<file path="src/hw/capture_pkg.sv">
package capture_pkg;

	// ==========================================================
	// timing
	localparam int CLK_PERIOD_NS = 100;
	localparam int TICK_NS = 1000;
	localparam int TICK_CYCLES = TICK_NS / CLK_PERIOD_NS;
	localparam int TIMER_WIDTH = 12;
	localparam int CHANNELS = 4;

	// ==========================================================
	// register indices, byte address is four times the index
	localparam int ADDR_WIDTH = 12;
	localparam logic [7:0] IDX_A_RISE = 8'h40;
	localparam logic [7:0] IDX_A_FALL = 8'h41;
	localparam logic [7:0] IDX_B_RISE = 8'h42;
	localparam logic [7:0] IDX_B_FALL = 8'h43;
	localparam logic [7:0] IDX_CONFIG = 8'h44;
	localparam logic [7:0] IDX_FLAGS = 8'h45;
	localparam logic [7:0] IDX_FLAG_CLEAR = 8'h46;
	localparam logic [7:0] IDX_GLOBAL_IE = 8'h47;

	// ==========================================================
	// fields and reset values
	localparam int CH_A_RISE = 0;
	localparam int CH_A_FALL = 1;
	localparam int CH_B_RISE = 2;
	localparam int CH_B_FALL = 3;
	localparam int CFG_HOLD_BIT = 7;
	localparam int CFG_PRESCALE_LSB = 4;
	localparam int CFG_IE_LSB = 0;
	localparam logic [7:0] CONFIG_RESET = 8'h00;
	localparam logic [3:0] FLAGS_RESET = 4'h0;
	localparam logic [7:0] DATA_RESET = 8'h00;
	localparam logic [2:0] PRESCALE_MAX = 3'h4;

	// ==========================================================
	// bus phase
	typedef enum logic {PH_IDLE, PH_DONE} apb_phase_t;

endpackage : capture_pkg

</file>
<file path="src/hw/capture_timebase.sv">
`timescale 1ns/1ns
module capture_timebase #(
	parameter int WIDTH = capture_pkg::TIMER_WIDTH,
	parameter int TICK_CYCLES = capture_pkg::TICK_CYCLES
) (
	// clock and reset
	input wire logic clk_sys_i,
	input wire logic reset_i,
	// free-running time
	output logic [WIDTH-1:0] timer_o
);

	localparam int PW = (TICK_CYCLES > 1) ? $clog2(TICK_CYCLES) : 1;
	localparam logic [PW-1:0] PRE_LAST = PW'(TICK_CYCLES - 1);

	logic [PW-1:0] pre;

	// ==========================================================
	// microsecond divider
	always_ff @(posedge clk_sys_i)
	begin
		if (reset_i || pre == PRE_LAST)
			pre <= '0;
		else
			pre <= pre + PW'(1);
	end

	// ==========================================================
	// counter wraps freely, nobody ever stops it
	always_ff @(posedge clk_sys_i)
	begin
		if (reset_i)
			timer_o <= '0;
		else if (pre == PRE_LAST)
			timer_o <= timer_o + WIDTH'(1);
	end

endmodule : capture_timebase

</file>
<file path="src/hw/edge_capture_timer.sv">
// How it works
// - status holds B fall bit3, B rise bit2, A fall bit1, A rise bit0.
// - a flag sets only on an edge matching its rising or falling condition.
// - reading a channel's data register clears that channel's flag.
// - each channel keeps its captured time in an 8-bit read-only register.
// - with hold set, first edge time is kept and later edges ignored until read or its flag is cleared.
// - with hold clear, every edge overwrites the stored time.
// - one hold bit governs all four channels together.
// - prescale field picks timer slice 7:0 up to 11:4.
// - finest slice steps one microsecond, each code doubles step and range.
// - config bits 3 to 0 enable each event's interrupt, reset off.
// - both pin A events share one request, both pin B events another.
// - a capture request also needs the main capture interrupt enable.
//
// Implementation choice: register access over APB.
`timescale 1ns/1ns
module edge_capture_timer #(
	parameter int TIMER_WIDTH = capture_pkg::TIMER_WIDTH,
	parameter int TICK_CYCLES = capture_pkg::TICK_CYCLES
) (
	// clock and reset
	input wire logic CLK_SYS_I,
	input wire logic RESET_I,
	// apb slave
	input wire logic PSEL_I,
	input wire logic PENABLE_I,
	input wire logic PWRITE_I,
	input wire logic [capture_pkg::ADDR_WIDTH-1:0] PADDR_I,
	input wire logic [31:0] PWDATA_I,
	output logic [31:0] PRDATA_O,
	output logic PREADY_O,
	output logic PSLVERR_O,
	// capture pins
	input wire logic CAP_A_I,
	input wire logic CAP_B_I,
	// interrupt requests
	output logic IRQ_A_O,
	output logic IRQ_B_O,
	output logic IRQ_O
);

	// ==========================================================
	// declarations
	capture_pkg::apb_phase_t phase;
	logic [TIMER_WIDTH-1:0] timer;
	logic [7:0] cfg;
	logic gie;
	logic [1:0] pin_prev;
	logic primed;
	logic [3:0] flags;
	logic [7:0] cap_data [capture_pkg::CHANNELS];
	logic [3:0] edge_now;
	logic [3:0] clear_now;
	logic [7:0] slice;
	logic [7:0] next_rdata;
	logic xfer_done;
	logic rd_done;
	logic wr_done;
	logic [7:0] idx;
	logic hold;
	logic [2:0] prescale;
	logic latch_now;
	logic [3:0] irq_en;

	// ==========================================================
	// decode helpers
	function automatic logic [7:0] reg_index(input logic [capture_pkg::ADDR_WIDTH-1:0] a);
		return a[9:2];
	endfunction : reg_index

	function automatic logic reg_mapped(input logic [capture_pkg::ADDR_WIDTH-1:0] a);
		logic [7:0] i;
		i = reg_index(a);
		return (a[1:0] == 2'h0) && (a[11:10] == 2'h0) &&
			(i >= capture_pkg::IDX_A_RISE) && (i <= capture_pkg::IDX_GLOBAL_IE);
	endfunction : reg_mapped

	// one decode for every write and read-clear hit; the read data mux decodes the index alone
	function automatic logic reg_hit(input logic [capture_pkg::ADDR_WIDTH-1:0] a,
		input logic [7:0] target);
		return reg_mapped(a) && (reg_index(a) == target);
	endfunction : reg_hit

	function automatic logic request(input logic [3:0] f, input logic [3:0] en, input logic g);
		return g && (|(f & en));
	endfunction : request

	function automatic logic [7:0] timer_slice(input logic [2:0] code,
		input logic [TIMER_WIDTH-1:0] t);
		logic [7:0] s;
		s = capture_pkg::DATA_RESET;
		unique case (code)
			3'h0: s = t[7:0];
			3'h1: s = t[8:1];
			3'h2: s = t[9:2];
			3'h3: s = t[10:3];
			3'h4: s = t[11:4];
			default: s = capture_pkg::DATA_RESET;
		endcase
		return s;
	endfunction : timer_slice

	// ==========================================================
	// microsecond time base
	capture_timebase #(
		.WIDTH(TIMER_WIDTH),
		.TICK_CYCLES(TICK_CYCLES)
	) u_timebase (
		.clk_sys_i(CLK_SYS_I),
		.reset_i(RESET_I),
		.timer_o(timer)
	);

	// ==========================================================
	// apb handshake: one wait state, read data latched first
	assign idx = reg_index(PADDR_I);
	assign xfer_done = (phase == capture_pkg::PH_DONE) && PSEL_I && PENABLE_I;
	assign rd_done = xfer_done && !PWRITE_I;
	assign wr_done = xfer_done && PWRITE_I;
	assign PREADY_O = (phase == capture_pkg::PH_DONE);
	assign latch_now = (phase == capture_pkg::PH_IDLE) && PSEL_I && PENABLE_I;

	always_ff @(posedge CLK_SYS_I)
	begin
		if (RESET_I)
			phase <= capture_pkg::PH_IDLE;
		else
		begin
			unique case (phase)
				capture_pkg::PH_IDLE:
					if (PSEL_I && PENABLE_I)
						phase <= capture_pkg::PH_DONE;
				capture_pkg::PH_DONE:
					phase <= capture_pkg::PH_IDLE;
			endcase
		end
	end

	always_comb
	begin
		next_rdata = 8'h00;
		unique case (idx)
			capture_pkg::IDX_A_RISE: next_rdata = cap_data[capture_pkg::CH_A_RISE];
			capture_pkg::IDX_A_FALL: next_rdata = cap_data[capture_pkg::CH_A_FALL];
			capture_pkg::IDX_B_RISE: next_rdata = cap_data[capture_pkg::CH_B_RISE];
			capture_pkg::IDX_B_FALL: next_rdata = cap_data[capture_pkg::CH_B_FALL];
			capture_pkg::IDX_CONFIG: next_rdata = cfg;
			capture_pkg::IDX_FLAGS: next_rdata = {4'h0, flags};
			capture_pkg::IDX_GLOBAL_IE: next_rdata = {7'h00, gie};
			default: next_rdata = 8'h00;
		endcase
	end

	always_ff @(posedge CLK_SYS_I)
	begin
		if (RESET_I)
			PRDATA_O <= 32'h00000000;
		else if (latch_now)
			PRDATA_O <= PWRITE_I ? 32'h00000000 : {24'h000000, next_rdata};
	end

	// an unmapped access still completes, only flagged, and changes nothing
	always_ff @(posedge CLK_SYS_I)
	begin
		if (RESET_I)
			PSLVERR_O <= 1'b0;
		else if (latch_now)
			PSLVERR_O <= !reg_mapped(PADDR_I);
	end

	// ==========================================================
	// software registers
	always_ff @(posedge CLK_SYS_I)
	begin
		if (RESET_I)
			cfg <= capture_pkg::CONFIG_RESET;
		else if (wr_done && reg_hit(PADDR_I, capture_pkg::IDX_CONFIG))
			cfg <= PWDATA_I[7:0];
	end

	always_ff @(posedge CLK_SYS_I)
	begin
		if (RESET_I)
			gie <= 1'b0;
		else if (wr_done && reg_hit(PADDR_I, capture_pkg::IDX_GLOBAL_IE))
			gie <= PWDATA_I[0];
	end

	assign hold = cfg[capture_pkg::CFG_HOLD_BIT];
	assign prescale = cfg[capture_pkg::CFG_PRESCALE_LSB +: 3];
	assign slice = timer_slice(prescale, timer);

	// ==========================================================
	// edge detection; pins arrive synchronous, first cycle after
	// reset only primes the history so a high pin is no edge
	always_ff @(posedge CLK_SYS_I)
	begin
		if (RESET_I)
			pin_prev <= 2'h0;
		else
			pin_prev <= {CAP_B_I, CAP_A_I};
	end

	always_ff @(posedge CLK_SYS_I)
	begin
		if (RESET_I)
			primed <= 1'b0;
		else
			primed <= 1'b1;
	end

	always_comb
	begin
		edge_now = 4'h0;
		if (primed)
		begin
			edge_now[capture_pkg::CH_A_RISE] = CAP_A_I && !pin_prev[0];
			edge_now[capture_pkg::CH_A_FALL] = !CAP_A_I && pin_prev[0];
			edge_now[capture_pkg::CH_B_RISE] = CAP_B_I && !pin_prev[1];
			edge_now[capture_pkg::CH_B_FALL] = !CAP_B_I && pin_prev[1];
		end
	end

	// ==========================================================
	// per-channel capture; a data read and a clear-register write
	// both clear, a simultaneous edge wins over either
	generate
		for (genvar ch = 0; ch < capture_pkg::CHANNELS; ch++)
		begin : g_chan
			logic flag_q;
			logic [7:0] data_q;
			logic accept;
			logic stale_q;

			assign clear_now[ch] = (rd_done && !stale_q &&
				reg_hit(PADDR_I, capture_pkg::IDX_A_RISE + 8'(ch))) ||
				(wr_done && PWDATA_I[ch] &&
				reg_hit(PADDR_I, capture_pkg::IDX_FLAG_CLEAR));
			// a held channel frees up in the very cycle it is read
			assign accept = edge_now[ch] && !(hold && flag_q && !clear_now[ch]);

			// an edge taken while a read latches its data is not in that data,
			// so the completing read leaves the flag up instead of losing the event
			always_ff @(posedge CLK_SYS_I)
			begin
				if (RESET_I)
					stale_q <= 1'b0;
				else
					stale_q <= latch_now && accept;
			end

			always_ff @(posedge CLK_SYS_I)
			begin
				if (RESET_I)
					data_q <= capture_pkg::DATA_RESET;
				else if (accept)
					data_q <= slice;
			end

			always_ff @(posedge CLK_SYS_I)
			begin
				if (RESET_I)
					flag_q <= 1'b0;
				else if (accept)
					flag_q <= 1'b1;
				else if (clear_now[ch])
					flag_q <= 1'b0;
			end

			assign flags[ch] = flag_q;
			assign cap_data[ch] = data_q;
		end
	endgenerate

	// ==========================================================
	// interrupts; a pin's request says only that one of its two
	// events fired, software reads both flags to tell which
	assign irq_en = cfg[capture_pkg::CFG_IE_LSB +: 4];

	// registered so a request never glitches while flags and masks move together
	always_ff @(posedge CLK_SYS_I)
	begin
		if (RESET_I)
			IRQ_A_O <= 1'b0;
		else
			IRQ_A_O <= request({2'h0, flags[1:0]}, irq_en, gie);
	end

	always_ff @(posedge CLK_SYS_I)
	begin
		if (RESET_I)
			IRQ_B_O <= 1'b0;
		else
			IRQ_B_O <= request({flags[3:2], 2'h0}, irq_en, gie);
	end

	always_ff @(posedge CLK_SYS_I)
	begin
		if (RESET_I)
			IRQ_O <= 1'b0;
		else
			IRQ_O <= request(flags, irq_en, gie);
	end

endmodule : edge_capture_timer

</file>
<file path="config.mk">
export PLATFORM = sky130hd
export DESIGN_NAME = edge_capture_timer
export DESIGN_NICKNAME = d
export VERILOG_FILES = /design/src/hw/capture_pkg.sv /design/src/hw/capture_timebase.sv /design/src/hw/edge_capture_timer.sv
export SDC_FILE = /design/constraint.sdc
export NUM_CORES = 1
export LEC_CHECK = 0
export ABC_AREA = 1
export ABC_CLOCK_PERIOD_IN_PS = 1750
export BUFFER_PORTS_ARGS = -buffer_cell sky130_fd_sc_hd__buf_2
export CORE_ASPECT_RATIO = 0.9
export CORE_MARGIN = 4
export CORE_UTILIZATION = 41
export CTS_BUF_LIST = sky130_fd_sc_hd__clkbuf_4
export DETAILED_ROUTE_END_ITERATION = 8
export GPL_TIMING_DRIVEN = 1
export PLACE_DENSITY = 0.65
export SKIP_CTS_REPAIR_TIMING = 1
export SLEW_MARGIN = 20
export SYNTH_ARGS = -nofsm -noshare
export SYNTH_HDL_FRONTEND = slang
export SYNTH_SLANG_ARGS = --single-unit
</file>
<file path="constraint.sdc">
create_clock -name CLK_SYS_I -period 1.75 [get_ports CLK_SYS_I]
set_clock_uncertainty 0.15 [all_clocks]
set_input_delay 0.35 -clock CLK_SYS_I [delete_from_list [all_inputs] [get_ports CLK_SYS_I]]
set_output_delay 0.35 -clock CLK_SYS_I [all_outputs]
set_load 0.1 [all_outputs]
</file>
==> metrics.txt <==
status completed; met3 Use GR around 3.7%; final wirelength 12300 um; initial antenna violation count 0; die area between 0.01 and 0.015 mm2; P_leak ~0.0024 uW; routed vias/inst 5.18; IO Port Bufs 39; buffers and inverters on the worst path 2; H-tree levels 3; Post-DRT Antenna Nets 0; number of diodes 0; total track usage between 10% and 20%; largest net degree at the start of global routing 48; DRT Pass-1 Iters 7; clock sinks 81; die width 117 um; Setup TNS 0 ns; Starting Density between 40% and 50%; period utilisation layout between 90 and 100%; largest fanout on the critical path 6; Ys Warns 0; Main synth FF type dfxtp_1; gr ovfl total 0; worst path cell trace inv_4 > nor2_4 > nand2_4 > nor2_4 > nand4_1 > nand4_4 > buf_12 > nand2_4 > nand2_2 > nand2_1 > nor2_1; Cell Area, Synth around 0.0043 mm2; Max Cap Viol 0; count of pins over their slew limit 0; Post-synth EDFFs 0; CTS tree built; post-route DRC violation count 0; register area about 0.0016 mm2; Seq cells post-synth 81; vias in the first global route ~3900; f_max 577 MHz; io pins about 90; worst vdd ir between 0.5 and 0.6 mV; RSZ-0062 raised after global routing yes; pwr/cell area between 600 and 700 mW/mm2; Area Growth Syn to Fin 26.5%; kind of cell adding the most delay to the critical path simple AND/OR/NAND/NOR gates; multi-input combinational cell area 0.00249 mm2; HPWL Detailed between 8000 and 9000 um; Max Buffers Root-to-Sink 2; worst-skew pair later-pin latency between 0.4 and 0.5 ns; slowest stage cell, crit path dfxtp_4; slowest stage delay, CP between 0.3 and 0.4 ns; most frequent cells in the layout nand2_1 (89), nor2_1 (89), dfxtp_1 (74); syn_area_per_cell 7.04 um2; post-synth cell types 39; Wirelength per Cell roughly 14 um; root buf cell clkbuf_4; CP arrival 1.95 ns; Async SR Flop Fraction 0%; worst setup path class reg2reg; CP required ~2.0 ns; grt peak-use layer met2; dpl cells slightly above 800; M1 GR Usage about a quarter; sequential share of the synthesized area 37.3%; TritonCTS buffer count 9; Util after Layout ~53%; Synth Instances 618; fin crit period roughly 1.7 ns; Non-Filler Instances ~860; clock-pin slew on the worst setup and hold paths between 0.1 and 0.15 ns; Setup Viol. Count Final 0; layout cells sized above 1 27.0%; via count about 4500; Hold Path Class in2reg; grt met2 use about 30%; Hold Fails Final Rpt 0; nature of the critical path startpoint flop; DRT iter0 DRCs a little under 400; Row Count 35; first-pass GRT wire length roughly 18000 um; NumNets Final ~800; Die Ht approximately 110 um; core area between 0.01 and 0.015 mm2; fill count roughly 1000; Routability Congestion roughly 0.9; critical path endpoint category flop
==> worst min-delay path: stages <==
cell and delay [ns]:
buf_2 0.07, inv_1 0.06, nor2_1 0.08
==> through the flow <==
step / setup WS, ns / area, um2 / total power (uW) / hold slack, ns
floorplan: -0.0148 / 4460 / 2440 / 0.283
global placement: -0.243 / 5020 / 2520 / 0.301
detailed placement: -0.287 / 5020 / 2530 / 0.301
CTS: -0.157 / 5150 / 3620 / 0.0143
global route: -0.0897 / 5500 / 3770 / 0.0159
finish: 0.0162 / 5500 / 3620 / 0.0218
==> metal layers <==
metal | part of all wire (%) | wire length [um] | vias to the layer above
met5 | 0 | 0 | -
met4 | 1.9 | 229 | 0
met3 | 7.3 | 899 | 22
met2 | 45 | 5550 | 167
met1 | 46 | 5640 | 2015
li1 | - | - | 2249
==> registers in the layout, summed over array words and instances (netlist names), 2 cells and up <==
signal	flops
g_chan.flag_q	4
PRDATA_O	8
u_timebase.timer_o	12
cfg	8
g_chan.stale_q	4
pin_prev	2
u_timebase.pre	4
g_chan.data_q	32
==> cell usage after synthesis (2+ instances only) <==
cell | count | area share, %
nand4_4 | 4 | 2.0
ha_1 | 3 | 0.86
nor2_1 | 95 | 8.2
buf_8 | 3 | 1.0
buf_4 | 25 | 4.3
clkbuf_1 | 3 | 0.26
a211oi_1 | 12 | 2.1
nand3_1 | 55 | 6.3
nor3_2 | 6 | 1.4
nand2_1 | 96 | 8.3
buf_2 | 7 | 0.81
o211ai_1 | 3 | 0.52
o21ai_0 | 18 | 2.1
a21oi_1 | 49 | 5.6
nor2_4 | 4 | 1.0
o22ai_1 | 22 | 3.2
buf_1 | 3 | 0.26
inv_1 | 72 | 6.2
dfxtp_1 | 81 | 37
o21ai_1 | 4 | 0.46
nand3_2 | 2 | 0.46
nor3_1 | 12 | 1.4
nand2_2 | 10 | 1.4
a31oi_1 | 3 | 0.43
inv_2 | 3 | 0.26
nand4_1 | 6 | 0.86
nor4_1 | 5 | 0.72
==> power breakdown <==
| part | total (uW) | switching [uW] | internal, uW |
|---|---|---|---|
| combinational | 580 | 432 | 147 |
| clock | 1110 | 650 | 455 |
| sequential | 1940 | 40.7 | 1900 |
| total | 3620 | 1120 | 2500 |
==> worst paths after layout <==
path / endpoint / cells after the start / slack, ns / from
hold reg to reg: PRDATA_O[5] / 2 / 0.32 / PRDATA_O[5]
hold / removal: pin_prev[0] / 3 / 0.02 / CAP_A_I
setup / recovery: g_chan[1].data_q[4] / 11 / 0.02 / PREADY_O
setup reg to reg: g_chan[1].data_q[4] / 11 / 0.02 / PREADY_O
==> cells by family after synthesis <==
group	Yosys count	synth area share (%)
xor+xnor	2	0.403
buf+inv	118	13.7
simple gates	299	32.7
fa+ha+maj	3	0.863
other cells	1	0.0862
compound gates	114	14.9
flops	81	37.3
==> final cells by class <==
class | instances | share of cell area, %
timing repair buffer | 111 | 14.6
sequential | 81 | 29.7
multi-input combinational | 448 | 45.3
tap | 129 | 2.93
inverter | 75 | 5.16
clock buffer | 11 | 1.50
clock inverter | 4 | 0.819
Power figures use the tool's default switching activity.
